<file path="src/cad_pkg.sv">
// Purpose: Shared constants and types for the addressing-mode decoder.
// Assumes: 8-bit data, 16-bit address, one core clock.
// Notes: Mode codes are local to this block, not opcode values.
package cad_pkg;

  localparam int unsigned NUM_INSTR_TYPES = 63;
  localparam int unsigned TYPE_W = 6;
  localparam int unsigned ADDR_W = 16;
  localparam int unsigned DATA_W = 8;

  localparam logic [7:0] Y_SELECT_PREFIX = 8'h90;
  localparam logic [7:0] INDIRECT_SELECT_PREFIX = 8'h92;

  localparam logic [15:0] PAGE0_MAX = 16'h00ff;
  localparam logic [15:0] SHORT_IDX_MAX = 16'h01fe;
  localparam logic [15:0] RESET_ADDR = 16'h0000;
  localparam logic [7:0] RESET_BYTE = 8'h00;

  // Bytes of the opcode itself; the decoder adds one more for a prefix before the operand bytes.
  localparam logic [2:0] OPCODE_LEN = 3'h1;

  typedef enum logic [3:0] {
    CAD_INH   = 4'h0,
    CAD_IMM   = 4'h1,
    CAD_DIR_S = 4'h2,
    CAD_DIR_L = 4'h3,
    CAD_IDX_0 = 4'h4,
    CAD_IDX_S = 4'h5,
    CAD_IDX_L = 4'h6,
    CAD_IND_S = 4'h7,
    CAD_IND_L = 4'h8,
    CAD_IIX_S = 4'h9,
    CAD_IIX_L = 4'ha,
    CAD_REL_D = 4'hb,
    CAD_REL_I = 4'hc
  } cad_mode_t;

  typedef enum logic [1:0] {
    CAD_IDLE = 2'h0,
    CAD_OPND = 2'h1,
    CAD_PTR  = 2'h3,
    CAD_FIN  = 2'h2
  } cad_state_t;

endpackage : cad_pkg

</file>
<file path="src/cad_decoder.sv">
// Purpose: Operand fetch and effective-address sequencer of an 8-bit core.
// Assumes: Memory answers each one-cycle read strobe with a one-cycle valid, later.
// Notes: Opcode values are decoded elsewhere; this block receives the mode class.

// Contract
// RULE1: Immediate mode fetches one byte and uses it as the operand value.
// RULE2: Short direct reads one address byte; address within 00 to ff.
// RULE3: Long direct reads a two-byte address reaching all 64 Kbyte.
// RULE4: Indexed address is unsigned sum of X or Y and the offset.
// RULE5: No-offset indexed fetches nothing; index alone is the address.
// RULE6: Short indexed adds one offset byte keeping carry, up to 1fe.
// RULE7: Long indexed adds a two-byte offset word to the index.
// RULE8: Indirect reads the pointer from memory at the byte after opcode.
// RULE9: Short indirect pointer is one byte, address within 00 to ff.
// RULE10: Long indirect forms read a two-byte pointer through a one-byte address.
// RULE11: Indirect-indexed address is index plus pointer read from memory.
// RULE12: Short indirect-indexed yields addresses 00 to 1fe, one byte after opcode.
// RULE13: Relative target is counter plus sign-extended 8-bit offset.
// RULE14: Direct relative takes the offset from the byte after the opcode.
// RULE15: Indirect relative reads the offset from memory at the following address.
// RULE16: The decoder accepts 63 distinct instruction types.
// RULE17: Inherent instructions are one byte with no operand fetch.
// RULE18: Read-modify-write instructions accept only short address forms.
// RULE19: Prefix 90 swaps X for Y in immediate, direct, indexed, inherent.
// RULE20: Prefix 92 turns direct and X indexed forms into indirect forms.
// RULE21: Multi-byte words take the first fetched byte as high byte.
module cad_decoder #(
  parameter int unsigned NUM_TYPES = cad_pkg::NUM_INSTR_TYPES
) (
  input wire logic clk_sys_i,
  input wire logic rst_i,
  input wire logic start_i,
  input wire cad_pkg::cad_mode_t mode_i,
  input wire logic [cad_pkg::TYPE_W-1:0] instr_type_i,
  input wire logic rmw_i,
  input wire logic prefix_valid_i,
  input wire logic [7:0] prefix_i,
  input wire logic [15:0] pc_i,
  input wire logic [7:0] x_i,
  input wire logic [7:0] y_i,
  input wire logic [7:0] mem_rdata_i,
  input wire logic mem_rvalid_i,
  output logic mem_rd_o,
  output logic [15:0] mem_addr_o,
  output logic busy_o,
  output logic done_o,
  output logic illegal_o,
  output cad_pkg::cad_mode_t mode_o,
  output logic use_y_o,
  output logic [2:0] len_o,
  output logic [7:0] operand_o,
  output logic [15:0] ea_o,
  output logic [15:0] target_o
);

  if (NUM_TYPES < 1 || NUM_TYPES >= (1 << cad_pkg::TYPE_W))
  begin : g_bad_types
    $error("NUM_TYPES does not fit the instruction type field");
  end

  localparam logic [cad_pkg::TYPE_W-1:0] TYPE_LIMIT = cad_pkg::TYPE_W'(NUM_TYPES);

  typedef struct packed {
    cad_pkg::cad_state_t st;
    logic busy;
    cad_pkg::cad_mode_t mode;
    logic use_y;
    logic [1:0] cnt;
    logic pend;
    logic [15:0] acc;
    logic [15:0] fetch;
    logic [15:0] pc_end;
    logic [7:0] idx;
    logic mem_rd;
    logic [15:0] mem_addr;
    logic done;
    logic illegal;
    logic [2:0] len;
    logic [7:0] operand;
    logic [15:0] ea;
    logic [15:0] target;
  } cad_regs_t;

  cad_regs_t s;
  cad_regs_t next_s;

  logic [15:0] calc_ea;
  logic [15:0] calc_target;

  cad_ea_calc u_calc (
    .mode_i(s.mode),
    .idx_i(s.idx),
    .acc_i(s.acc),
    .pc_end_i(s.pc_end),
    .ea_o(calc_ea),
    .target_o(calc_target)
  );

  // Operand bytes that follow the opcode for each mode.
  function automatic logic [1:0] cad_opnd_bytes(input cad_pkg::cad_mode_t m);
    case (m)
      cad_pkg::CAD_INH: cad_opnd_bytes = 2'h0; // RULE17
      cad_pkg::CAD_IDX_0: cad_opnd_bytes = 2'h0; // RULE5
      cad_pkg::CAD_DIR_L: cad_opnd_bytes = 2'h2; // RULE3
      cad_pkg::CAD_IDX_L: cad_opnd_bytes = 2'h2; // RULE7
      // Pointer forms keep a single pointer-address byte after the opcode.
      default: cad_opnd_bytes = 2'h1; // RULE1 RULE2 RULE6 RULE10 RULE12 RULE14
    endcase
  endfunction : cad_opnd_bytes

  // Bytes read through the pointer for indirect modes.
  function automatic logic [1:0] cad_ptr_bytes(input cad_pkg::cad_mode_t m);
    case (m)
      cad_pkg::CAD_IND_S: cad_ptr_bytes = 2'h1; // RULE9
      cad_pkg::CAD_IIX_S: cad_ptr_bytes = 2'h1; // RULE12
      cad_pkg::CAD_REL_I: cad_ptr_bytes = 2'h1; // RULE15
      cad_pkg::CAD_IND_L: cad_ptr_bytes = 2'h2; // RULE10
      cad_pkg::CAD_IIX_L: cad_ptr_bytes = 2'h2; // RULE10
      default: cad_ptr_bytes = 2'h0;
    endcase
  endfunction : cad_ptr_bytes

  function automatic logic cad_is_long(input cad_pkg::cad_mode_t m);
    cad_is_long = (m == cad_pkg::CAD_DIR_L) || (m == cad_pkg::CAD_IDX_L) ||
                  (m == cad_pkg::CAD_IND_L) || (m == cad_pkg::CAD_IIX_L);
  endfunction : cad_is_long

  cad_pkg::cad_mode_t eff_mode;
  logic pfx_y;
  logic pfx_ind;
  logic bad_req;

  always_comb
  begin
    pfx_y = prefix_valid_i && (prefix_i == cad_pkg::Y_SELECT_PREFIX);
    pfx_ind = prefix_valid_i && (prefix_i == cad_pkg::INDIRECT_SELECT_PREFIX);
    eff_mode = mode_i;
    if (pfx_ind)
    begin
      case (mode_i)
        cad_pkg::CAD_DIR_S: eff_mode = cad_pkg::CAD_IND_S; // RULE20
        cad_pkg::CAD_DIR_L: eff_mode = cad_pkg::CAD_IND_L; // RULE20
        cad_pkg::CAD_IDX_S: eff_mode = cad_pkg::CAD_IIX_S; // RULE20
        cad_pkg::CAD_IDX_L: eff_mode = cad_pkg::CAD_IIX_L; // RULE20
        cad_pkg::CAD_REL_D: eff_mode = cad_pkg::CAD_REL_I; // RULE20
        default: eff_mode = mode_i;
      endcase
    end
    // Unknown types and long read-modify-write forms are refused, not guessed.
    bad_req = (instr_type_i >= TYPE_LIMIT) || (rmw_i && cad_is_long(eff_mode)); // RULE16 RULE18
  end

  always_comb
  begin
    next_s = s;
    next_s.mem_rd = 1'b0;
    next_s.done = 1'b0;
    case (s.st)
      cad_pkg::CAD_IDLE:
      begin
        if (start_i)
        begin
          next_s.mode = eff_mode;
          next_s.use_y = pfx_y; // RULE19
          next_s.idx = pfx_y ? y_i : x_i; // RULE19
          next_s.cnt = cad_opnd_bytes(eff_mode);
          next_s.acc = cad_pkg::RESET_ADDR;
          next_s.fetch = pc_i + 16'h0001;
          next_s.pc_end = pc_i + 16'h0001;
          next_s.pend = 1'b0;
          next_s.illegal = bad_req;
          next_s.len = cad_pkg::OPCODE_LEN + {2'b00, prefix_valid_i} +
                       {1'b0, cad_opnd_bytes(eff_mode)};
          next_s.st = (bad_req || cad_opnd_bytes(eff_mode) == 2'h0) ? cad_pkg::CAD_FIN :
                      cad_pkg::CAD_OPND;
        end
      end
      cad_pkg::CAD_OPND, cad_pkg::CAD_PTR:
      begin
        if (!s.pend)
        begin
          next_s.mem_rd = 1'b1;
          next_s.mem_addr = s.fetch;
          next_s.pend = 1'b1;
        end
        else if (mem_rvalid_i)
        begin
          next_s.pend = 1'b0;
          next_s.acc = {s.acc[7:0], mem_rdata_i}; // RULE21
          next_s.fetch = s.fetch + 16'h0001;
          next_s.cnt = s.cnt - 2'h1;
          if (s.st == cad_pkg::CAD_OPND)
            next_s.pc_end = s.fetch + 16'h0001;
          if (s.cnt == 2'h1)
          begin
            if (s.st == cad_pkg::CAD_OPND && cad_ptr_bytes(s.mode) != 2'h0)
            begin
              next_s.st = cad_pkg::CAD_PTR;
              next_s.cnt = cad_ptr_bytes(s.mode);
              next_s.fetch = {8'h00, mem_rdata_i}; // RULE8
              next_s.acc = cad_pkg::RESET_ADDR;
            end
            else
              next_s.st = cad_pkg::CAD_FIN;
          end
        end
      end
      cad_pkg::CAD_FIN:
      begin
        next_s.done = 1'b1;
        next_s.st = cad_pkg::CAD_IDLE;
        // Immediate data is the fetched byte itself, with no further read.
        next_s.operand = (s.mode == cad_pkg::CAD_IMM) ? s.acc[7:0] : cad_pkg::RESET_BYTE; // RULE1
        next_s.ea = calc_ea;
        next_s.target = calc_target; // RULE13
      end
      default: next_s.st = cad_pkg::CAD_IDLE;
    endcase
    // Registered so that the busy output leaves a flip-flop with no gate after it.
    next_s.busy = (next_s.st != cad_pkg::CAD_IDLE);
  end

  always_ff @(posedge clk_sys_i or posedge rst_i)
  begin
    if (rst_i)
      s <= '0;
    else
      s <= next_s;
  end

  assign mem_rd_o = s.mem_rd;
  assign mem_addr_o = s.mem_addr;
  assign busy_o = s.busy;
  assign done_o = s.done;
  assign illegal_o = s.illegal;
  assign mode_o = s.mode;
  assign use_y_o = s.use_y;
  assign len_o = s.len;
  assign operand_o = s.operand;
  assign ea_o = s.ea;
  assign target_o = s.target;

  // Helper logic for the checks below: reads per instruction and the first byte.
  logic [2:0] rd_count;
  logic [7:0] first_byte;
  logic first_seen;

  always_ff @(posedge clk_sys_i or posedge rst_i)
  begin
    if (rst_i)
    begin
      rd_count <= 3'h0;
      first_byte <= 8'h00;
      first_seen <= 1'b0;
    end
    else if (s.st == cad_pkg::CAD_IDLE && start_i)
    begin
      rd_count <= 3'h0;
      first_seen <= 1'b0;
    end
    else
    begin
      if (s.mem_rd)
        rd_count <= rd_count + 3'h1;
      if (s.pend && mem_rvalid_i && !first_seen)
      begin
        first_byte <= mem_rdata_i;
        first_seen <= 1'b1;
      end
    end
  end

  property p_imm_one_read;
    @(posedge clk_sys_i) disable iff (rst_i)
    (done_o && !illegal_o && mode_o == cad_pkg::CAD_IMM) |-> (rd_count == 3'h1);
  endproperty
  a_imm_one_read: assert property (p_imm_one_read) else $error("imm read count wrong"); // RULE1
  property p_short_page0;
    @(posedge clk_sys_i) disable iff (rst_i)
    (done_o && (mode_o == cad_pkg::CAD_DIR_S || mode_o == cad_pkg::CAD_IND_S))
      |-> (ea_o <= cad_pkg::PAGE0_MAX);
  endproperty
  a_short_page0: assert property (p_short_page0) else $error("short address left page 0"); // RULE2
  property p_long_dir_hi;
    @(posedge clk_sys_i) disable iff (rst_i)
    (done_o && !illegal_o && mode_o == cad_pkg::CAD_DIR_L)
      |-> (rd_count == 3'h2 && ea_o[15:8] == first_byte);
  endproperty
  a_long_dir_hi: assert property (p_long_dir_hi) else $error("long direct word wrong"); // RULE3
  property p_idx0_ea;
    @(posedge clk_sys_i) disable iff (rst_i)
    (done_o && mode_o == cad_pkg::CAD_IDX_0)
      |-> (rd_count == 3'h0 && ea_o == {8'h00, s.idx});
  endproperty
  a_idx0_ea: assert property (p_idx0_ea) else $error("no-offset index address wrong"); // RULE5
  property p_short_idx_max;
    @(posedge clk_sys_i) disable iff (rst_i)
    (done_o && (mode_o == cad_pkg::CAD_IDX_S || mode_o == cad_pkg::CAD_IIX_S))
      |-> (ea_o <= cad_pkg::SHORT_IDX_MAX);
  endproperty
  a_short_idx_max: assert property (p_short_idx_max) else $error("short index overflow"); // RULE6
  property p_long_ind_reads;
    @(posedge clk_sys_i) disable iff (rst_i)
    (done_o && !illegal_o && (mode_o == cad_pkg::CAD_IND_L || mode_o == cad_pkg::CAD_IIX_L))
      |-> (rd_count == 3'h3);
  endproperty
  a_long_ind_reads: assert property (p_long_ind_reads) else $error("long pointer reads wrong"); // RULE10
  property p_ptr_page0;
    @(posedge clk_sys_i) disable iff (rst_i)
    (mem_rd_o && s.st == cad_pkg::CAD_PTR && s.cnt == cad_ptr_bytes(s.mode))
      |-> (mem_addr_o[15:8] == 8'h00);
  endproperty
  a_ptr_page0: assert property (p_ptr_page0) else $error("pointer address above page 0"); // RULE8
  property p_rel_target;
    @(posedge clk_sys_i) disable iff (rst_i)
    (s.st == cad_pkg::CAD_FIN && (s.mode == cad_pkg::CAD_REL_D || s.mode == cad_pkg::CAD_REL_I))
      |=> (target_o == $past(s.pc_end) + {{8{$past(s.acc[7])}}, $past(s.acc[7:0])});
  endproperty
  a_rel_target: assert property (p_rel_target) else $error("relative target wrong"); // RULE13
  property p_inh_no_read;
    @(posedge clk_sys_i) disable iff (rst_i)
    (s.st == cad_pkg::CAD_IDLE && start_i && !bad_req && eff_mode == cad_pkg::CAD_INH)
      |-> ##1 (!mem_rd_o) [*2] ##0 done_o;
  endproperty
  a_inh_no_read: assert property (p_inh_no_read) else $error("inherent fetched a byte"); // RULE17
  property p_refuse;
    @(posedge clk_sys_i) disable iff (rst_i)
    (s.st == cad_pkg::CAD_IDLE && start_i && bad_req) |-> ##2 (done_o && illegal_o);
  endproperty
  a_refuse: assert property (p_refuse) else $error("bad request not refused"); // RULE16 RULE18
  property p_y_prefix;
    @(posedge clk_sys_i) disable iff (rst_i)
    (s.st == cad_pkg::CAD_IDLE && start_i && pfx_y) |=> (use_y_o && s.idx == $past(y_i));
  endproperty
  a_y_prefix: assert property (p_y_prefix) else $error("y prefix not applied"); // RULE19

endmodule : cad_decoder

</file>
<file path="src/cad_ea_calc.sv">
// Purpose: Combinational effective-address and branch-target arithmetic.
// Assumes: Operand word and index already gathered by the sequencer.
// Notes: All sums are 16 bits wide and wrap at the top of memory.
module cad_ea_calc (
  input wire cad_pkg::cad_mode_t mode_i,
  input wire logic [7:0] idx_i,
  input wire logic [15:0] acc_i,
  input wire logic [15:0] pc_end_i,
  output logic [15:0] ea_o,
  output logic [15:0] target_o
);

  logic [15:0] idx_w;
  logic [15:0] low_w;

  assign idx_w = {8'h00, idx_i};
  assign low_w = {8'h00, acc_i[7:0]};

  always_comb
  begin
    case (mode_i)
      cad_pkg::CAD_DIR_S: ea_o = low_w; // RULE2
      cad_pkg::CAD_DIR_L: ea_o = acc_i; // RULE3
      cad_pkg::CAD_IDX_0: ea_o = idx_w; // RULE5
      // The carry is kept so short forms reach up to 1fe.
      cad_pkg::CAD_IDX_S: ea_o = low_w + idx_w; // RULE4 RULE6
      cad_pkg::CAD_IDX_L: ea_o = acc_i + idx_w; // RULE7
      cad_pkg::CAD_IND_S: ea_o = low_w; // RULE9
      cad_pkg::CAD_IND_L: ea_o = acc_i; // RULE10
      cad_pkg::CAD_IIX_S: ea_o = low_w + idx_w; // RULE11 RULE12
      cad_pkg::CAD_IIX_L: ea_o = acc_i + idx_w; // RULE11
      default: ea_o = cad_pkg::RESET_ADDR;
    endcase
  end

  // The offset is sign-extended from bit 7 before it meets the counter.
  assign target_o = pc_end_i + {{8{acc_i[7]}}, acc_i[7:0]}; // RULE13

endmodule : cad_ea_calc

</file>
<file path="config.mk">
export PLATFORM = sky130hd
export DESIGN_NAME = cad_decoder
export DESIGN_NICKNAME = d
export VERILOG_FILES = /design/src/cad_pkg.sv /design/src/cad_decoder.sv /design/src/cad_ea_calc.sv
export SDC_FILE = /design/constraint.sdc
export NUM_CORES = 1
export LEC_CHECK = 0
export ABC_AREA = 0
export ABC_CLOCK_PERIOD_IN_PS = 12400
export BUFFER_PORTS_ARGS = -buffer_cell sky130_fd_sc_hd__buf_2
export CAP_MARGIN = 20
export CORE_UTILIZATION = 45
export CTS_CLUSTER_SIZE = 40
export DETAILED_ROUTE_END_ITERATION = 10
export PLACE_DENSITY = 0.66
export REMOVE_ABC_BUFFERS = 1
export SETUP_SLACK_MARGIN = 0.02
export SYNTH_ARGS = -nofsm -noshare
export SYNTH_HDL_FRONTEND = slang
export SYNTH_HIERARCHICAL = 1
export SYNTH_SLANG_ARGS = --single-unit
</file>
<file path="constraint.sdc">
create_clock -name clk_sys_i -period 12.4 [get_ports clk_sys_i]
set_input_delay 3.1 -clock clk_sys_i [delete_from_list [all_inputs] [get_ports clk_sys_i]]
set_output_delay 3.1 -clock clk_sys_i [all_outputs]
set_load 0.02 [all_outputs]
</file>
### Word-level counts from Yosys, hierarchy flattened

Index checks and enable logic that the tools add are counted.

| storage, ports and cells | value |
|---|---|
| register bits | 129 |
| latch bits | 0 |
| memory bits (writable) | 0 |
| ROM bits | 0 |
| output and inout bits | 68 |
| memories | 0 |

| operators by class | value |
|---|---|
| add/sub/neg operators | 8 |
| multiply operators | 0 |
| divide/modulo/power cells | 0 |
| $lt $le $gt $ge | 1 |
| eq/ne operators | 31 |
| shift operators | 0 |
| mux-type cells | 34 |
| bitwise logic cells | 1 |
| reductions and logical operators | 29 |

Operators with widths:

| operator | count |
|---|---|
| case mux 51 bit (2 select lines) | 1 |
| case mux 16 bit (5 select lines) | 1 |
| two-way mux 32 bit | 2 |
| two-way mux 59 bit | 1 |
| two-way mux 51 bit | 1 |
| two-way mux 48 bit | 1 |
| two-way mux 17 bit | 2 |
| adder 16 x 1 -> 16 bit, second input constant | 2 |
| == test 4 x 3 -> 1 bit, second input constant | 8 |
| == test 4 bit, second input constant | 7 |
| two-way mux 2 bit | 14 |
| == test 4 x 2 -> 1 bit, second input constant | 5 |
| case mux 4 bit (5 select lines) | 1 |
| adder 16 bit | 1 |
| adder 16 x 8 -> 16 bit | 1 |
| == test 8 bit, second input constant | 2 |
| two-way mux 16 bit | 1 |
| two-way mux 8 bit | 2 |
| OR reduction 2 bit | 8 |
| adder 8 x 8 -> 9 bit | 1 |
| != test 2 bit, second input constant | 4 |
| case mux 2 bit (2 select lines) | 2 |
| greater-or-equal comparator 6 bit, second input constant | 1 |
| case mux 2 bit (3 select lines) | 1 |
| other kinds (18) | 34 |

### Logic depth before layout (Yosys ltp)

Gate-level depths: netlist of the first run.

| logic depth | value |
|---|---|
| depth after elaboration | 15 |
| mapped depth | 10 |
| gate-level depth less buffers | 10 |

### Modules after synthesis

The synthesis of the first run kept the hierarchy.

Modules (own cells, without submodules):

| module | times used | cells an instance | area an instance (sq um) | seq. area each (sq um) |
|---|---|---|---|---|
| cad_decoder | 1 | 704 | 6,561.3 | 3,228.1 |
| cad_ea_calc | 1 | 226 | 1,676.6 | 0.0 |

### Worst setup path after synthesis of the first run

Ideal clock, no wire load.

| path | value |
|---|---|
| kind | input port to flip-flop |
| start point | in mem_rvalid_i |
| end point | reg s[85] (netlist name) |
| library setup time | 0.082 ns |
| data arrival time | 4.299 ns |
| data required time | 12.318 ns |
| setup slack | 8.019 ns |
| stages on the path | 7 |
| path through | nand3_1 nor2b_1 clkbuf_1 nor2_1 clkbuf_1 nor2_1 a31oi_1 |

| between the ends | value |
|---|---|
| longest elaborated chain between the ends | 2 |

Ends and longest elaborated chain:

| element | line | RTL |
|---|---|---|
| from (decl) | cad_decoder.sv:42 | `input wire logic mem_rvalid_i,` |
| != test 2 bit (no source line) | n/a |  |
| AND reduction 5 bit (no source line) | n/a |  |
| to (signal assigned) | cad_decoder.sv:228 | `s <= next_s;` |
| to (decl) | cad_decoder.sv:84 | `cad_regs_t s;` |

Every way passes these cells.
A chain may end at the register's enable or synchronous reset.

### Worst setup path after layout of the first run

| path | value |
|---|---|
| start point | in start_i |
| end point | reg s[91] (netlist name) |

| between the ends | value |
|---|---|
| longest elaborated chain between the ends | 2 |

Ends and longest elaborated chain:

| element | line | RTL |
|---|---|---|
| from (decl) | cad_decoder.sv:32 | `input wire logic start_i,` |
| != test 2 bit (no source line) | n/a |  |
| AND reduction 4 bit (no source line) | n/a |  |

Every way passes these cells.

==> results of run 1 <==
[how the worst max path moves through the flow]
stage | endpoint | cells after the start
3_3_place_gp | s[91]$_DFFE_PP0P_ | 7
5_1_grt | s[91]$_DFFE_PP0P_ | 7
6_report | s[91]$_DFFE_PP0P_ | 7
2_1_floorplan | busy_o$_DFF_PP0_ | 1
3_5_place_dp | s[91]$_DFFE_PP0P_ | 7
4_1_cts | s[91]$_DFFE_PP0P_ | 7
[cell usage after synthesis (7+ instances only)]
master,count,area [sq um]
a21o_1,13,97.59
a21oi_1,52,260.3
a22o_1,25,219.0
a22oi_1,11,82.58
a31oi_1,11,68.82
buf_2,7,35.03
buf_4,63,473.0
clkbuf_1,30,112.6
dfrtp_1,129,3228
ha_1,27,337.8
inv_1,21,78.83
mux2_2,12,135.1
mux2i_1,17,170.2
nand2_1,163,611.8
nand2b_1,14,87.58
nand3_1,28,140.1
nand4_1,14,87.58
nor2_1,59,221.5
nor2b_1,8,50.05
nor3_1,17,85.08
o21ai_0,41,205.2
xnor2_1,22,192.7
xor2_1,20,175.2
[metal layers]
metal	track usage, %	vias up	routed length [um]
met5	0	-	0
met4	5.433	0	221
met3	3.863	16	1097
met2	34.54	212	9077
met1	32.53	3291	9820
li1	-	3367	-
[cell families after synthesis]
group                    synth area share (%)
AO/OA/AOI/OAI                           18.53
flip-flops                              39.19
adder cells (fa/ha/maj)                 4.724
buffers and inverters                   8.718
XOR/XNOR                                4.663
AND/OR/NAND/NOR                         20.47
multiplexers                            3.706
[metrics by stage]
stage	total power, uW	instance area [sq um]
global route	2883	9230
finish	2664	9230
CTS	2671	9203
floorplan	1758	7599
detailed placement	2139	8586
global placement	2114	8586
[state kept, by name, summed over array words and instances (netlist names)]
register    cells
s              61
ea_o           16
mem_addr_o     16
target_o       16
operand_o       8
mode_o          4
len_o           3
busy_o          1
done_o          1
illegal_o       1
mem_rd_o        1
use_y_o         1
[critical path, delay by kind of cell]
| kind | cells | cell delay [ns] |
|---|---|---|
| compound gates | 1 | 0.13 |
| buf+inv | 2 | 0.35 |
| simple gates | 4 | 1.85 |
[where the power goes]
part,switching (uW),internal (uW)
sequential,212,609
combinational,784,540
clock,183,337
[area by class of cell]
class / instances / share of cell area, %
multi-input cells: 677 / 46.55
flip-flops and latches: 129 / 34.97
repair buffers: 137 / 7.808
clock buffers: 23 / 5.287
well taps: 229 / 3.104
clock inverters: 9 / 1.396
inverters: 21 / 0.8811
==> metrics.md, run 1 <==
| Metric | Value |
|---|---|
| Core ar. | `approximately 18000 sq um` |
| Slew @ Worst Pin | `about 1 ns` |
| Clk sinks | `129` |
| Clock Skew | `slightly above 0.009 ns` |
| Worst-path clk slew | `around 0.050 ns` |
| Final net count | `1076` |
| Yosys cell types | `a little under 90` |
| CTS tree | `yes` |
| DRT Wirelength | `between 20000 and 25000 um` |
| Critical path's largest stage delay | `between 0.7 and 0.8 ns` |
| Setup WS post-layout | `roughly 7.2 ns` |
| Die X | `137.3 um` |
| Most common cell after layout, fill and taps aside | `nand2_1` |
| Area grow syn2layout | `12.04%` |
| Yosys reg bits | `around 130` |
| Hold/Removal Path Class | `flip-flop to flip-flop` |
| Drt drc | `0` |
| Most frequent cells in the layout | `163 x nand2_1, 131 x buf_2, 129 x dfrtp_1, 58 x nor2_1, 52 x a21oi_1` |
| Max Fanout on Critical Path | `33` |
| Peak Freq | `around 0.19 GHz` |
| IO Pins | `132` |
| Gpl congestion | `0.8729` |
| Hold Path Stages | `2` |
| Max-slew headroom | `a little under a third` |
| Peak supply drop | `~0.12 mV` |
| Antenna-violating nets left | `0` |
| Average wire per standard cell | `roughly 17 um` |
| Setup crit start kind | `input pin` |
| Max Cap Violations | `0` |
| Setup TNS | `0 ns` |
| First-pass GRT wire length | `roughly 33000 um` |
| Die H | `approximately 140 um` |
| Area of the multi-input gates | `4297 sq um` |
| Fill cell count | `between 1.5k and 2k` |
| Yosys Warn Count | `6` |
| DRT Pass-1 Iters | `5` |
| Clock network latency to the later pin of the worst-skew pair | `between 0.4 and 0.5 ns` |
| Fin util | `roughly half` |
| Hpwl dp | `between 10000 and 15000 um` |
| Via density | `5.621` |
| WP data arrival | `between 5 and 6 ns` |
| GRT overflow | `0` |
| Max clock buf depth | `2` |
| Synthesized instance count | `930` |
| Antenna diodes | `0` |
| Status | `complete, no violations` |
| # hold bufs at CTS | `0` |
| # rows | `between 40 and 50` |
| R2R cell count | `6` |
| Final Setup Violations | `0` |
| GRT Total Usage | `between 20% and 30%` |
| Initial antenna violation count | `0` |
| Post-CTS Resized | `0` |
| Syn_area_per_cell | `around 8.9 sq um` |
| Dpl ws | `around 7 ns` |
| Hold wc startpoint | `ea_o[0]$_DFFE_PP0P_` |
| Placed cells | `~1.2k` |
| Critical path startpoint | `start_i` |
| CTS H-tree lvls | `4` |
| Finished Layout Cells | `roughly 1.2k` |
| Post-route clock period utilization | `between 40% and 50%` |
| R2r startpoint | `s[127]$_DFF_PP0_` |
| Crit. End Element | `flip-flop` |
| Crit path kind | `input pin to flip-flop` |
| Hold_ws | `0.4649 ns` |
| Via count | `around 7k` |
| Post-CTS Repair Setup Buffers | `0` |
| Pwr per Cell Area | `approximately 290 nW/um^2` |
| Tmin final | `between 5 and 6 ns` |
| Reg area | `roughly 3200 sq um` |
| Final hold violation count | `0` |
| Drt initial violations | `between 400 and 500` |
| Post-synth ARST share | `100.0%` |
| PortBufs | `between 100 and 150` |
| RSZ-0062 raised after global routing | `false` |
| Sequential share of the synthesized area | `between 30% and 40%` |
| Max Slew Vio Count | `0` |
| Post-Syn Area | `8238 sq um` |
| Reg2reg setup slack | `9.49 ns` |
| Terminus of the critical flop-to-flop path | `s[91]$_DFFE_PP0P_` |
| CP max-delay cell | `nand2b_1` |
| Die Footprint | `between 15000 and 20000 sq um` |
| Ys flop type | `dfrtp_1` |
| Post-synth EDFFs | `0` |
| Largest net degree at the start of global routing | `81` |
| Root Driver | `clkbuf_16` |
| Initial Util | `45.86%` |
| Layout cell share with drive strength beyond 1 | `20.98%` |
| CP cell instances | `buf_2, nor2b_1, buf_4, nand2b_1, nand2_1, nand3_1, o221ai_1` |
| Num CTS Buffers | `17` |
| LEAKAGE | `about 0.0044 uW` |
| Hold Path End | `ea_o[0]$_DFFE_PP0P_` |
| CP required | `about 13 ns` |
| Vias in the first global route | `~6.3k` |
No activity file was read; power rests on OpenSTA's default activity.
==> run 2: changes to the inputs <==
ABC_CLOCK_PERIOD_IN_PS = 4800   (was 12400)
clock period = 4.8 ns   (was 12.4 ns; I/O delays follow)
==> run 2 against run 1 <==
Critical path type unchanged. Die area is the same. Critical path depth grew 1. Highest routed layer is now met5. Core utilization grew 0.24 points.
==> metrics.md, run 2 (synthesis results as in run 1) <==
| Metric | Value |
|---|---|
| Status | `complete, no violations (unchanged)` |
| GRT overflow | `0 (unchanged)` |
| Via count | `6911 (was 6886)` |
| Post-CTS Resized | `0 (unchanged)` |
| Setup TNS | `0 ns (unchanged)` |
| Hold_ws | `0.4653 ns (was 0.4649 ns)` |
| Hold/Removal Path Class | `flip-flop to flip-flop (unchanged)` |
| Largest register FFs | `61 (unchanged)` |
| Clock network latency to the later pin of the worst-skew pair | `0.43 ns (was 0.41 ns)` |
| Top reg by flops | `s (unchanged)` |
| Fin util | `51.63% (was 51.38%)` |
| Max-slew headroom | `34.99% (was 31.83%)` |
| DRT Pass-1 Iters | `5 (unchanged)` |
| Final Cell Area | `9274 sq um (was 9230 sq um)` |
| Drt drc | `0 (unchanged)` |
| Peak Freq | `between 0.3 and 0.4 GHz` |
| Largest net degree at the start of global routing | `80 (was 81)` |
| Area grow syn2layout | `12.58% (was 12.04%)` |
| Vias in the first global route | `6479 (was 6303)` |
| Crit path kind | `input pin to flip-flop (unchanged)` |
| Antenna-violating nets left | `0 (unchanged)` |
| Slew @ Worst Pin | `0.9741 ns (was 1.023 ns)` |
| DP Area | `8606 sq um (was 8586 sq um)` |
| GRT Total Usage | `23.03% (was 22.40%)` |
| Gpl congestion | `0.8733 (was 0.8729)` |
| CP required | `5.11 ns (was 12.66 ns)` |
| Dpl ws | `1.702 ns (was 6.843 ns)` |
| Max clock buf depth | `2 (unchanged)` |
| Die X | `137.3 um (unchanged)` |
| WP data arrival | `3.00 ns (was 5.42 ns)` |
| Worst-path clk slew | `0.06 ns (was 0.05 ns)` |
| First-pass GRT wire length | `33530 um (was 33000 um)` |
| RSZ-0062 raised after global routing | `false (unchanged)` |
| Setup WS post-layout | `2.109 ns (was 7.238 ns)` |
| Clk sinks | `129 (unchanged)` |
| Via density | `5.637 (was 5.621)` |
| Initial antenna violation count | `1 (was 0)` |
| Post-CTS Repair Setup Buffers | `0 (unchanged)` |
| IO Pins | `132 (unchanged)` |
| PortBufs | `131 (unchanged)` |
| LEAKAGE | `0.004380 uW (was 0.004369 uW)` |
| Layout cell share with drive strength beyond 1 | `21.26% (was 20.98%)` |
| Peak supply drop | `0.3239 mV (was 0.1247 mV)` |
| Max Slew Vio Count | `0 (unchanged)` |
| Num CTS Buffers | `17 (unchanged)` |
| Post-route clock period utilization | `56.06%` |
| Root Driver | `clkbuf_16 (unchanged)` |
| Final Setup Violations | `0 (unchanged)` |
| Most common cell after layout, fill and taps aside | `nand2_1 (unchanged)` |
| DRT Wirelength | `20620 um (was 20220 um)` |
| Core ar. | `17960 sq um (unchanged)` |
| Max Cap Violations | `0 (unchanged)` |
| Die Footprint | `18850 sq um (unchanged)` |
| Hpwl dp | `14710 um (was 14510 um)` |
| Clock Skew | `0.009988 ns (was 0.009323 ns)` |
| Final hold violation count | `0 (unchanged)` |
| # rows | `49 (unchanged)` |
| Final net count | `1077 (was 1076)` |
| Crit. End Element | `flip-flop (unchanged)` |
| Initial Util | `45.86% (unchanged)` |
| CTS H-tree lvls | `4 (unchanged)` |
| Drt initial violations | `479 (was 464)` |
| Average wire per standard cell | `16.81 um (was 16.50 um)` |
| Pwr per Cell Area | `749.3 nW/um^2 (was 288.6 nW/um^2)` |
| Antenna diodes | `0 (unchanged)` |
| Tmin final | `2.691 ns` |
| CTS tree | `yes (unchanged)` |
| Max Fanout on Critical Path | `33 (unchanged)` |
| Die H | `137.3 um (unchanged)` |
| # hold bufs at CTS | `0 (unchanged)` |
| Most frequent cells in the layout | `163 x nand2_1, 131 x buf_2, 129 x dfrtp_1, 58 x nor2_1, 52 x a21oi_1 (unchanged)` |
| Setup crit start kind | `input pin (unchanged)` |
## run 2: report_power, final
part	switching [uW]	internal, uW
sequential	539	1570
clock	498	910
combinational	2030	1400
## run 2: final timing paths
path / cells after the start / start / slack, ns / end
min: 2 / ea_o[0]$_DFFE_PP0P_ / 0.47 / ea_o[0]$_DFFE_PP0P_
min reg2reg: 2 / ea_o[0]$_DFFE_PP0P_ / 0.47 / ea_o[0]$_DFFE_PP0P_
max reg2reg: 5 / mode_o[0]$_DFFE_PP0P_ / 2.29 / s[105]$_DFFE_PP0P_
min in group asynchronous: 2 / rst_i / 0.79 / done_o$_DFF_PP0_
max in group asynchronous: 3 / rst_i / 3.35 / s[69]$_DFFE_PP0P_
max: 8 / start_i / 2.11 / s[87]$_DFFE_PP0P_
## run 2: layout make-up
class                      count  area [sq um]
multi-input combinational    677          4297
clock inverter                12         181.4
tap                          229         286.5
sequential                   129          3228
fill                        1729          8690
timing repair buffer         138         733.2
clock buffer                  20         466.7
inverter                      21         81.33
## run 2: worst max-delay path, stage by stage
cell and delay (ns):
buf_2 0.10, nor2b_1 0.12, buf_4 0.27, nand2b_1 0.09
buf_4 0.23, nand2_1 0.55, nand2_1 0.12, o32a_1 0.31
## run 2: stage by stage
| step | power, uW | std cells |
|---|---|---|
| 6_report | 6949 | 1226 |
| 4_1_cts | 6972 | 1225 |
| 2_1_floorplan | 4541 | 827 |
| 5_1_grt | 7503 | 1226 |
| 3_3_place_gp | 5470 | 1193 |
| 3_5_place_dp | 5526 | 1193 |
## run 2: routing by layer
metal / track usage [%] / wire (um)
met5: 0 / 8
met4: 9.585 / 433
met3: 4.341 / 1086
met2: 34.54 / 9195
met1: 32.45 / 9891
